File: config.mk
export PLATFORM = sky130hd
export DESIGN_NAME = dcc_channels
export DESIGN_NICKNAME = d
export VERILOG_FILES = /design/src/hw/dcc_pkg.sv /design/src/hw/dcc_channels.sv
export SDC_FILE = /design/constraint.sdc
export NUM_CORES = 2
export LEC_CHECK = 0
export ABC_CLOCK_PERIOD_IN_PS = 10000
export BUFFER_PORTS_ARGS = -buffer_cell sky130_fd_sc_hd__buf_4
export CORE_ASPECT_RATIO = 1.4
export CORE_MARGIN = 5
export CORE_UTILIZATION = 37
export CTS_CLUSTER_DIAMETER = 60
export CTS_CLUSTER_SIZE = 8
export DETAILED_ROUTE_END_ITERATION = 8
export HOLD_SLACK_MARGIN = 0.08
export PLACE_DENSITY = 0.53
export SLEW_MARGIN = 0
export SYNTH_ARGS = -nofsm -noshare
export SYNTH_HDL_FRONTEND = slang
export SYNTH_SLANG_ARGS = --single-unit
File: constraint.sdc
create_clock -name clock -period 10 [get_ports clock]
set_input_delay 0.5 -clock clock [delete_from_list [all_inputs] [get_ports clock]]
set_output_delay 0.5 -clock clock [all_outputs]
set_load 0.005 [all_outputs]
File: src/hw/dcc_pkg.sv
// Shared constants for the DMA channel configuration and counting block.
// Function
// - Memory-to-memory select bit set runs the channel memory to memory.
// - Priority codes 00 low, 01 medium, 10 high, 11 ultra high.
// - Memory width codes 00, 01, 10 give 8, 16, 32 bits.
// - Peripheral width codes 00, 01, 10 give 8, 16, 32 bits.
// - Memory address stays fixed or increases per transfer by its increment bit.
// - Peripheral address stays fixed or increases per transfer by its increment bit.
// - Circular enable bit turns circular operation on or off.
// - Direction 0 reads peripheral writes memory; 1 reads memory writes peripheral.
// - Error interrupt requested only while its enable bit is set.
// - Half-done interrupt requested only while its enable bit is set.
// - Full-done interrupt requested only while its enable bit is set.
// - While enabled, mode fields, counter and base addresses ignore writes.
// - Sixteen-bit counter is read-only when enabled, decrements per transfer.
// - A zero counter issues no bus transaction whatever the enable.
// - Circular mode reloads the counter with the last programmed value.
// - Peripheral address drops one or two low bits for 16 or 32 bits.
// - Memory address drops one or two low bits for 16 or 32 bits.
// - Memory-to-memory starts on enable without request, ends at zero count.
// - Channel interrupt fires on any enabled full, half or error event.
package dcc_pkg;
  // Register offsets; channel registers repeat every stride.
  localparam logic [7:0] FLAG_OFS = 8'h00;
  localparam logic [7:0] CLR_OFS = 8'h04;
  localparam logic [7:0] CTL_OFS = 8'h08;
  localparam logic [7:0] CNT_OFS = 8'h0c;
  localparam logic [7:0] PBASE_OFS = 8'h10;
  localparam logic [7:0] MBASE_OFS = 8'h14;
  localparam logic [7:0] CH_STRIDE = 8'h14;
  // Control field positions.
  localparam int ON_BIT = 0;
  localparam int FTIE_BIT = 1;
  localparam int HTIE_BIT = 2;
  localparam int ERIE_BIT = 3;
  localparam int DIR_BIT = 4;
  localparam int CIRC_BIT = 5;
  localparam int PINC_BIT = 6;
  localparam int MINC_BIT = 7;
  localparam int PW_LSB = 8;
  localparam int MW_LSB = 10;
  localparam int CHAN_PRIORITY_LSB = 12;
  localparam int M2M_BIT = 14;
  // Fields frozen while the channel is on.
  localparam logic [14:0] LOCK_MASK = 15'h7ff0;
  // Flag layout, three bits per channel.
  localparam int FL_FULL = 0;
  localparam int FL_HALF = 1;
  localparam int FL_ERR = 2;
  // Reset values.
  localparam logic [14:0] CTL_RST = 15'h0000;
  localparam logic [15:0] CNT_RST = 16'h0000;
  localparam logic [31:0] ADDR_RST = 32'h0000_0000;
  // Width codes.
  localparam logic [1:0] W8 = 2'b00;
  localparam logic [1:0] W16 = 2'b01;
  localparam logic [1:0] W32 = 2'b10;
  typedef enum logic [1:0] {
    ST_IDLE = 2'b00,
    ST_READ = 2'b01,
    ST_WRITE = 2'b10
  } dcc_state_t;
endpackage

File: src/hw/dcc_channels.sv
// DMA channel registers, arbiter and transfer sequencer.
module dcc_channels #(
  parameter int NCH = 7
) (
  // Clock and reset.
  input wire logic clock,
  input wire logic srst,
  // Register port.
  input wire logic [7:0] reg_addr,
  input wire logic [31:0] reg_wdata,
  input wire logic reg_wr,
  input wire logic reg_rd,
  output logic [31:0] reg_rdata,
  // Peripheral requests and acknowledges.
  input wire logic [NCH-1:0] periph_req,
  output logic [NCH-1:0] periph_ack,
  // System bus master.
  output logic bus_req,
  output logic bus_we,
  output logic [31:0] bus_addr,
  output logic [1:0] bus_size,
  output logic [31:0] bus_wdata,
  input wire logic bus_ready,
  input wire logic bus_err,
  input wire logic [31:0] bus_rdata,
  // Per-channel interrupt pulses.
  output logic [NCH-1:0] irq
);
  localparam int CW = (NCH > 1) ? $clog2(NCH) : 1;

  logic [14:0] ctl_r [NCH];
  logic [15:0] cnt_r [NCH];
  logic [15:0] reload_r [NCH];
  logic [31:0] pbase_r [NCH];
  logic [31:0] mbase_r [NCH];
  logic [31:0] pptr_r [NCH];
  logic [31:0] mptr_r [NCH];
  logic [3*NCH-1:0] flags_r;
  dcc_pkg::dcc_state_t state_r;
  logic [CW-1:0] cur_r;
  logic [31:0] data_r;
  logic [31:0] bus_addr_r;
  logic [31:0] reg_rdata_r;
  logic [NCH-1:0] irq_r;
  logic bus_we_r;
  logic [1:0] bus_size_r;

  // One-hot channel match for a register offset, shared by the four per-channel register decoders.
  function automatic logic [NCH-1:0] hit_fn(input logic [7:0] a, input logic [7:0] ofs);
    hit_fn = '0;
    for (int c = 0; c < NCH; c++)
    begin
      hit_fn[c] = (a == 8'(ofs + 8'(8'(c) * dcc_pkg::CH_STRIDE)));
    end
  endfunction

  // Drops the low address bits that the access width makes meaningless.
  function automatic logic [31:0] align_fn(input logic [31:0] a, input logic [1:0] w);
    align_fn = a;
    if (w == dcc_pkg::W16)
    begin
      align_fn[0] = 1'b0;
    end
    else if (w == dcc_pkg::W32)
    begin
      align_fn[1:0] = 2'b00;
    end
  endfunction

  // Address step in bytes for a width code.
  function automatic logic [31:0] step_fn(input logic [1:0] w);
    step_fn = (w == dcc_pkg::W32) ? 32'h4 : ((w == dcc_pkg::W16) ? 32'h2 : 32'h1);
  endfunction

  logic [NCH-1:0] hit_ctl;
  logic [NCH-1:0] hit_cnt;
  logic [NCH-1:0] hit_pb;
  logic [NCH-1:0] hit_mb;
  assign hit_ctl = hit_fn(reg_addr, dcc_pkg::CTL_OFS);
  assign hit_cnt = hit_fn(reg_addr, dcc_pkg::CNT_OFS);
  assign hit_pb = hit_fn(reg_addr, dcc_pkg::PBASE_OFS);
  assign hit_mb = hit_fn(reg_addr, dcc_pkg::MBASE_OFS);

  // Eligible channels and the arbiter. Strict greater-than keeps the lowest number on a tie.
  logic [NCH-1:0] elig;
  logic found;
  logic [CW-1:0] win;
  logic [1:0] best;
  always_comb
  begin
    found = 1'b0;
    win = '0;
    best = 2'b00;
    for (int c = 0; c < NCH; c++)
    begin
      elig[c] = ctl_r[c][dcc_pkg::ON_BIT] && (cnt_r[c] != 16'h0000)
        && (ctl_r[c][dcc_pkg::M2M_BIT] || periph_req[c]);
      if (elig[c] && (!found || ctl_r[c][dcc_pkg::CHAN_PRIORITY_LSB +: 2] > best))
      begin
        found = 1'b1;
        win = CW'(c);
        best = ctl_r[c][dcc_pkg::CHAN_PRIORITY_LSB +: 2];
      end
    end
  end

  // Source and destination addresses of the winner, aligned to their own widths.
  logic [14:0] wctl;
  logic [31:0] w_pa;
  logic [31:0] w_ma;
  logic [14:0] cctl;
  logic [31:0] c_pa;
  logic [31:0] c_ma;
  assign wctl = ctl_r[win];
  assign cctl = ctl_r[cur_r];
  assign w_pa = align_fn(pptr_r[win], wctl[dcc_pkg::PW_LSB +: 2]);
  assign w_ma = align_fn(mptr_r[win], wctl[dcc_pkg::MW_LSB +: 2]);
  assign c_pa = align_fn(pptr_r[cur_r], cctl[dcc_pkg::PW_LSB +: 2]);
  assign c_ma = align_fn(mptr_r[cur_r], cctl[dcc_pkg::MW_LSB +: 2]);

  logic rd_ok;
  logic done;
  logic err_ev;
  assign rd_ok = (state_r == dcc_pkg::ST_READ) && bus_ready && !bus_err;
  assign done = (state_r == dcc_pkg::ST_WRITE) && bus_ready && !bus_err;
  assign err_ev = (state_r != dcc_pkg::ST_IDLE) && bus_ready && bus_err;

  // Sequencer: each transfer is one read from the source, then one write to the destination.
  always_ff @(posedge clock)
  begin
    if (srst)
    begin
      state_r <= dcc_pkg::ST_IDLE;
      cur_r <= '0;
      data_r <= '0;
      bus_addr_r <= '0;
      bus_we_r <= 1'b0;
      bus_size_r <= dcc_pkg::W8;
    end
    else
    begin
      case (state_r)
        dcc_pkg::ST_IDLE:
        begin
          if (found)
          begin
            cur_r <= win;
            state_r <= dcc_pkg::ST_READ;
            bus_we_r <= 1'b0;
            bus_addr_r <= wctl[dcc_pkg::DIR_BIT] ? w_ma : w_pa;
            bus_size_r <= wctl[dcc_pkg::DIR_BIT] ? wctl[dcc_pkg::MW_LSB +: 2]
                                                 : wctl[dcc_pkg::PW_LSB +: 2];
          end
        end
        dcc_pkg::ST_READ:
        begin
          if (err_ev)
          begin
            state_r <= dcc_pkg::ST_IDLE;
          end
          else if (rd_ok)
          begin
            data_r <= bus_rdata;
            state_r <= dcc_pkg::ST_WRITE;
            bus_we_r <= 1'b1;
            bus_addr_r <= cctl[dcc_pkg::DIR_BIT] ? c_pa : c_ma;
            bus_size_r <= cctl[dcc_pkg::DIR_BIT] ? cctl[dcc_pkg::PW_LSB +: 2]
                                                 : cctl[dcc_pkg::MW_LSB +: 2];
          end
        end
        dcc_pkg::ST_WRITE:
        begin
          if (bus_ready)
          begin
            state_r <= dcc_pkg::ST_IDLE;
            bus_we_r <= 1'b0;
          end
        end
        default:
        begin
          state_r <= dcc_pkg::ST_IDLE;
        end
      endcase
    end
  end

  assign bus_req = (state_r != dcc_pkg::ST_IDLE);
  assign bus_we = bus_we_r;
  assign bus_addr = bus_addr_r;
  assign bus_size = bus_size_r;
  assign bus_wdata = data_r;

  // Per-channel events of the finishing transfer.
  logic [NCH-1:0] full_ev;
  logic [NCH-1:0] half_ev;
  logic [NCH-1:0] fail_ev;
  logic [15:0] cnt_dec [NCH];
  always_comb
  begin
    for (int c = 0; c < NCH; c++)
    begin
      cnt_dec[c] = cnt_r[c] - 16'h0001;
      full_ev[c] = done && (cur_r == CW'(c)) && (cnt_dec[c] == 16'h0000);
      half_ev[c] = done && (cur_r == CW'(c)) && (cnt_dec[c] == (reload_r[c] >> 1));
      fail_ev[c] = err_ev && (cur_r == CW'(c));
      periph_ack[c] = done && (cur_r == CW'(c)) && !ctl_r[c][dcc_pkg::M2M_BIT];
    end
  end

  // Channel registers. Software writes come first, hardware effects override them.
  always_ff @(posedge clock)
  begin
    for (int c = 0; c < NCH; c++)
    begin
      if (srst)
      begin
        ctl_r[c] <= dcc_pkg::CTL_RST;
        cnt_r[c] <= dcc_pkg::CNT_RST;
        reload_r[c] <= dcc_pkg::CNT_RST;
        pbase_r[c] <= dcc_pkg::ADDR_RST;
        mbase_r[c] <= dcc_pkg::ADDR_RST;
        pptr_r[c] <= dcc_pkg::ADDR_RST;
        mptr_r[c] <= dcc_pkg::ADDR_RST;
      end
      else
      begin
        if (reg_wr && hit_ctl[c])
        begin
          // Interrupt enables and the enable bit stay writable while running.
          ctl_r[c] <= ctl_r[c][dcc_pkg::ON_BIT]
            ? ((ctl_r[c] & dcc_pkg::LOCK_MASK) | (reg_wdata[14:0] & ~dcc_pkg::LOCK_MASK))
            : reg_wdata[14:0];
          if (!ctl_r[c][dcc_pkg::ON_BIT] && reg_wdata[dcc_pkg::ON_BIT])
          begin
            pptr_r[c] <= pbase_r[c];
            mptr_r[c] <= mbase_r[c];
          end
        end
        if (!ctl_r[c][dcc_pkg::ON_BIT])
        begin
          if (reg_wr && hit_cnt[c])
          begin
            cnt_r[c] <= reg_wdata[15:0];
            reload_r[c] <= reg_wdata[15:0];
          end
          if (reg_wr && hit_pb[c])
          begin
            pbase_r[c] <= reg_wdata;
          end
          if (reg_wr && hit_mb[c])
          begin
            mbase_r[c] <= reg_wdata;
          end
        end
        if (done && cur_r == CW'(c))
        begin
          cnt_r[c] <= cnt_dec[c];
          if (ctl_r[c][dcc_pkg::PINC_BIT])
          begin
            pptr_r[c] <= pptr_r[c] + step_fn(ctl_r[c][dcc_pkg::PW_LSB +: 2]);
          end
          if (ctl_r[c][dcc_pkg::MINC_BIT])
          begin
            mptr_r[c] <= mptr_r[c] + step_fn(ctl_r[c][dcc_pkg::MW_LSB +: 2]);
          end
          if (full_ev[c] && ctl_r[c][dcc_pkg::CIRC_BIT])
          begin
            cnt_r[c] <= reload_r[c];
            pptr_r[c] <= pbase_r[c];
            mptr_r[c] <= mbase_r[c];
          end
        end
        if (fail_ev[c])
        begin
          ctl_r[c][dcc_pkg::ON_BIT] <= 1'b0;
        end
      end
    end
  end

  // Sticky event flags; a hardware set wins over a clear in the same cycle.
  always_ff @(posedge clock)
  begin
    for (int c = 0; c < NCH; c++)
    begin
      if (srst)
      begin
        flags_r[3*c +: 3] <= 3'b000;
      end
      else
      begin
        flags_r[3*c +: 3] <= (flags_r[3*c +: 3]
          & ~((reg_wr && reg_addr == dcc_pkg::CLR_OFS) ? reg_wdata[3*c +: 3] : 3'b000))
          | {fail_ev[c], half_ev[c], full_ev[c]};
      end
    end
  end

  // Interrupt pulses, each event gated by its own enable.
  always_ff @(posedge clock)
  begin
    for (int c = 0; c < NCH; c++)
    begin
      if (srst)
      begin
        irq_r[c] <= 1'b0;
      end
      else
      begin
        irq_r[c] <= (fail_ev[c] && ctl_r[c][dcc_pkg::ERIE_BIT])
          || (half_ev[c] && ctl_r[c][dcc_pkg::HTIE_BIT])
          || (full_ev[c] && ctl_r[c][dcc_pkg::FTIE_BIT]);
      end
    end
  end
  assign irq = irq_r;

  // Read data in the cycle after the strobe; unmapped offsets read zero.
  always_ff @(posedge clock)
  begin
    if (srst)
    begin
      reg_rdata_r <= '0;
    end
    else
    begin
      reg_rdata_r <= '0;
      if (reg_rd)
      begin
        if (reg_addr == dcc_pkg::FLAG_OFS)
        begin
          reg_rdata_r <= 32'(flags_r);
        end
        for (int c = 0; c < NCH; c++)
        begin
          if (hit_ctl[c])
          begin
            reg_rdata_r <= {17'h0, ctl_r[c]};
          end
          if (hit_cnt[c])
          begin
            reg_rdata_r <= {16'h0, cnt_r[c]};
          end
          if (hit_pb[c])
          begin
            reg_rdata_r <= pbase_r[c];
          end
          if (hit_mb[c])
          begin
            reg_rdata_r <= mbase_r[c];
          end
        end
      end
    end
  end
  assign reg_rdata = reg_rdata_r;

  logic mem_phase;
  assign mem_phase = (state_r == dcc_pkg::ST_READ) == cctl[dcc_pkg::DIR_BIT];
endmodule

# Yosys cells after proc, flatten, opt, wreduce, memory -nomap -nowiden
# Memory sizes are Yosys's and may differ from the RTL's. A register that Yosys moved wholly into a read port is not among the register bits.
# Cells that the tools add are included.
# totals
reg_bits	132
ramBits	1225
inputBits	85
output_inout_bits	114
elab_cells	944
n_memories	7
# memory_table
memory	depth	width	read_ports	rd_clocked_by_memory_dff	wr	line	rtl
mbase_r	7	32	7	0	7	dcc_channels.sv:35	logic [31:0] mbase_r [NCH];
mptr_r	7	32	9	1	7	dcc_channels.sv:37	logic [31:0] mptr_r [NCH];
pbase_r	7	32	7	0	7	dcc_channels.sv:34	logic [31:0] pbase_r [NCH];
pptr_r	7	32	9	1	7	dcc_channels.sv:36	logic [31:0] pptr_r [NCH];
cnt_r	7	16	7	0	7	dcc_channels.sv:32	logic [15:0] cnt_r [NCH];
reload_r	7	16	7	0	7	dcc_channels.sv:33	logic [15:0] reload_r [NCH];
1 more memories	n/a	n/a	n/a	n/a	n/a	n/a	
# op_classes
n_addsub	21
magnitude_cmp	6
eq_ne	85
mux	489
bitwise	128
reduce_logical	199
# op_table
cell	count
$mux W32	87
$add A32 B3 Y32	14
$mux W16	28
$mux W1	288
$mux W15	14
$logic_and A1 B1 Y1	125
$eq A16 B15 Y1	7
$logic_not A16 Y1	7
$reduce_bool A16 Y1	7
$sub A16 B1 Y16 const B	7
$or A15 B4 Y15	7
$or A1 B1 Y1	98
$eq A8 B7 Y1 const B	12
$mux W3	32
$mux W2	33
$pmux W32 S2	1
$mux W21	3
$eq A8 B6 Y1 const B	7
$eq A2 B1 Y1 const B	19
$eq A2 B2 Y1 const B	19
$eq A8 B8 Y1 const B	4
$logic_or A1 B1 Y1	27
$eq A8 B5 Y1 const B	3
$and A3 B3 Y3	7
25 further kinds	72

# Depth between registers and ports, before layout
# An unclocked memory read counts as a cell.
# logic_depth
depth_word	36
ltp_mapped	54
depth_no_buf	50

# Worst setup path after synthesis
# Ideal clock, no wire load.
# synth_timing
path_kind	register to register
startpoint	memory cnt_r[0][0]
endpoint	register bus_addr_r[3] (netlist: bus_addr[3])
setup_time_ns	0.086
t_arrival_ns	8.940
required_time_ns	9.914
setup_slack_ns	0.974
path_stages_with_launch	48
n_path_buf	5
period_less_slack_ns	9.026
path_cell_list	edfxtp_1 inv_1 ha_1 nor3b_1 nand4_1 and2_1 nand2_1 ha_1 nor2b_1 o21ai_0 nand3_1 a21oi_1 a31oi_1 ha_1 a21oi_1 a21oi_1 o21a_1 mux2i_1 (+12 left out) ha_1 nand2_1 o21ai_0 o22ai_2 buf_2 mux2_2 ha_1 a211o_2 nand2_1 a21o_1 buf_2 buf_2 buf_2 clkbuf_1 o221ai_1 nand3_1 a21oi_1 a211oi_1
# synth_lines
element	line	rtl
from (decl)	dcc_channels.sv:32	
to (signal assigned)	dcc_channels.sv:150	bus_addr_r <= wctl[dcc_pkg::DIR_BIT] ? w_ma : w_pa;
to (signal assigned)	dcc_channels.sv:166	bus_addr_r <= cctl[dcc_pkg::DIR_BIT] ? c_pa : c_ma;
to (decl)	dcc_channels.sv:42	logic [31:0] bus_addr_r;

==> metrics.md <==
| Metric | Value |
|---|---|
| Clock Latency Late Sink | 0.88 ns |
| Total global-route track usage | 0.3500 |
| Synth cell types | 101 |
| Hold Vio Cnt, Final | 0 |
| Syn nets | 8220 |
| Least-Margin Pin Slew | 1.419 ns |
| Ys async rst share | 0 |
| Clock Skew | 0.05763 ns |
| Startpoint types | flop |
| Peak VDD IR | 0.1224 mV |
| Synthesized area | 0.08065 sq mm |
| Max stage delay on crit path | 0.43 ns |
| LEAKAGE | 32.45 nW |
| Max-cap violations | 0 |
| First-pass GRT wire length | 555.7 mm |
| Die Ht | 562.4 microns |
| Final worst path period share | 0.9706 |
| CTS Buffer Depth | 4 |
| Clock-pin slew on the worst setup and hold paths | 0.05 ns |
| Crit path kind | reg -> reg |
| FF+latch count, synth | 1360 |
| Die ar. | 0.2275 sq mm |
| PortBufs | 198 |
| Number of antenna violations at the first check in global routing | 36 |
| Number of H-tree levels | 4 |
| Commonest non-fill, non-tap cell in the layout | edfxtp_1 |
| Remaining Overflow, GRT | 0 |
| Fmax | 103.0 MHz |
| Detail Route Antenna Nets | 0 |
| Pwr Density | 168.5 mW/mm^2 |
| Post-route DRC | 0 |
| Largest net degree at the start of global routing | 102 |
| Area growth, synth to finish | 15.43% |
| Layout cells sized above 1 | 0.1174 |
| GP Congestion | 1.026 |
| Arrival time at the worst endpoint | 10.42 ns |
| Dpl hpwl | 304.4 mm |
| IO Count | 199 |
| CTS Buf Count | 206 |
| Post-synth EDFFs | 1225 |
| Status | completed |
| TritonCTS clock tree | built |
| Crit path max fanout | 7 |
| Total number of vias | 70020 |
| Worst min path class | in -> reg |
| Placed cells | 10770 |
| Die Span X | 404.6 microns |
| Clk sinks | 1360 |
| Most frequent CP cell | ha_1 |
| CTS Root Cell | clkbuf_16 |
| Top_reg_cell synth | edfxtp_1 |
| Post-layout min period | 9.706 ns |
| Worst setup margin | 0.2937 ns |
| Yosys warning count | 0 |
| Slowest stage cell on the critical path | edfxtp_1 |
| Seq/Total Area, Yosys | 0.4896 |
| Mean Syn Cell Area | 10.05 sq um |
| Final Setup Violations | 0 |
| Critical path endpoint category | flop |
| Pre-CTS setup slack | 0.08987 ns |
| Vias in the first global route | 67760 |
| Slew headroom | 0.04662 |
| Most frequent cells in the layout | 1225 x edfxtp_1, 1007 x nand2_1, 622 x nor2_1 |
| Required @ worst endpoint | 10.71 ns |
| DR WL/cell | 36.62 microns |
| 1st-iter DRT viols | 8849 |
| Nets | 8391 |
| Syn Inst Count | 8025 |
| First drt pass iteration count | 9 |
| Initial Utilization | 0.3723 |
| Pins Over Slew Limit | 0 |
| Post-route non-filler standard cell count | 11230 |
| Drt via density | 6.233 |
| Core area | 0.2166 sq mm |
| Fin util | 0.4298 |
| Routed wire length | 411.4 mm |
| Std-Cell Rows | 202 |
[registers in the layout, summed over array words and instances, names as in the netlist, 105 cells and up, named ones only]
register / flops
mptr_r: 224
reload_r: 112
ctl_r: 105
cnt_r: 112
pbase_r: 224
pptr_r: 224
mbase_r: 224
[layout make-up]
class                           count  area [sq um]
Antenna cell                       41         102.6
Clock buffer                      329          5742
Clock inverter                     20         316.6
Fill cell                       20720        123500
Inverter                          138         518.0
Multi-Input combinational cell   5952         38880
Sequential cell                  1360         39500
Tap cell                         2856          3573
Timing Repair Buffer              538          4466
[synthesized netlist by cell type, drive strengths merged, types with 14 or more instances]
master,number,share of area
a211oi,50,0.0047
a21o,32,0.0030
a21oi,369,0.023
a221o,68,0.0084
a221oi,80,0.0088
a222oi,27,0.0034
a22o,102,0.011
a22oi,73,0.0069
a31oi,36,0.0029
and2,583,0.045
and3,119,0.0092
and4,20,0.0022
buf,95,0.0060
clkbuf,480,0.022
dfxtp,135,0.034
edfxtp,1225,0.46
fa,14,0.0035
ha,96,0.015
inv,137,0.0064
mux2,14,0.0020
mux2i,258,0.032
mux4,99,0.028
nand2,1009,0.047
nand2b,45,0.0035
nand3,317,0.020
nand3b,15,0.0014
nand4,86,0.0067
nor2,642,0.030
nor2b,52,0.0040
nor3,135,0.0084
nor3b,15,0.0015
nor4,70,0.0059
nor4b,14,0.0017
o211ai,16,0.0015
o21ai,533,0.033
o21bai,16,0.0015
o221ai,109,0.012
o22ai,57,0.0045
o2bb2ai,14,0.0015
or2,24,0.0019
xnor2,293,0.032
xor2,331,0.036
[through the flow]
step	hold WS (ns)	total power, mW	area, sq um	TNS, ns
after global routing	0.1482	16.07	93030	-2.031
after CTS	0.1029	15.64	92660	0
final	0.1432	15.68	93090	0
after global placement	0.4428	8.900	86010	0
after floorplan	0.4294	7.881	80650	0
after detailed placement	0.4466	8.914	86010	0
[worst paths after layout]
path	start	end	slack [ns]	depth (start not counted)
max	cnt_r[0][1]	bus_addr[3]	0.29	49
max reg2reg	cnt_r[0][1]	bus_addr[3]	0.29	49
min reg2reg	bus_wdata[14]	bus_wdata[14]	0.46	2
min	reg_wdata[19]	flags_r[19]	0.14	4
[metal layers]
metal  up-vias  track usage  wire (microns)
met1     34730       0.3722          136200
met5         -            0             106
met4        16       0.3727           55450
li1      29700            -               -
met2      4146       0.5601          188400
met3      1426      0.06934           31280
[critical path, delay by kind of cell (launching register included)]
| kind | cells | cell delay, ns |
|---|---|---|
| buf+inv | 6 | 0.88 |
| flops | 1 | 0.43 |
| fa+ha+maj | 7 | 1.97 |
| compound gates | 21 | 3.47 |
| mux | 4 | 1.14 |
| simple gates | 11 | 1.64 |
[repair_timing]
item	CTS	global route
resized for setup	0	24
hold endpoints to repair	39	0
hold buffers	59	0
setup buffers	0	12
endpoints found under the setup margin	0	34
[report_power, final]
part / internal [mW] / switching [mW] / leakage [nW]
combinational: 0.767 / 1.33 / 15.8
clock: 4.04 / 2.71 / 2.88
sequential: 6.41 / 0.430 / 13.7
total: 11.2 / 4.47 / 32.5
[kinds of logic after synthesis]
logic type | synth area share
adders and majority gates | 0.01837
buffers and inverters | 0.03472
xor gates and xnor gates | 0.06777
muxes | 0.06162
and+or+nand+nor | 0.1923
AOI/OAI and AO/OA | 0.1356
DFF | 0.4896
Power figures use the tool's default switching activity.
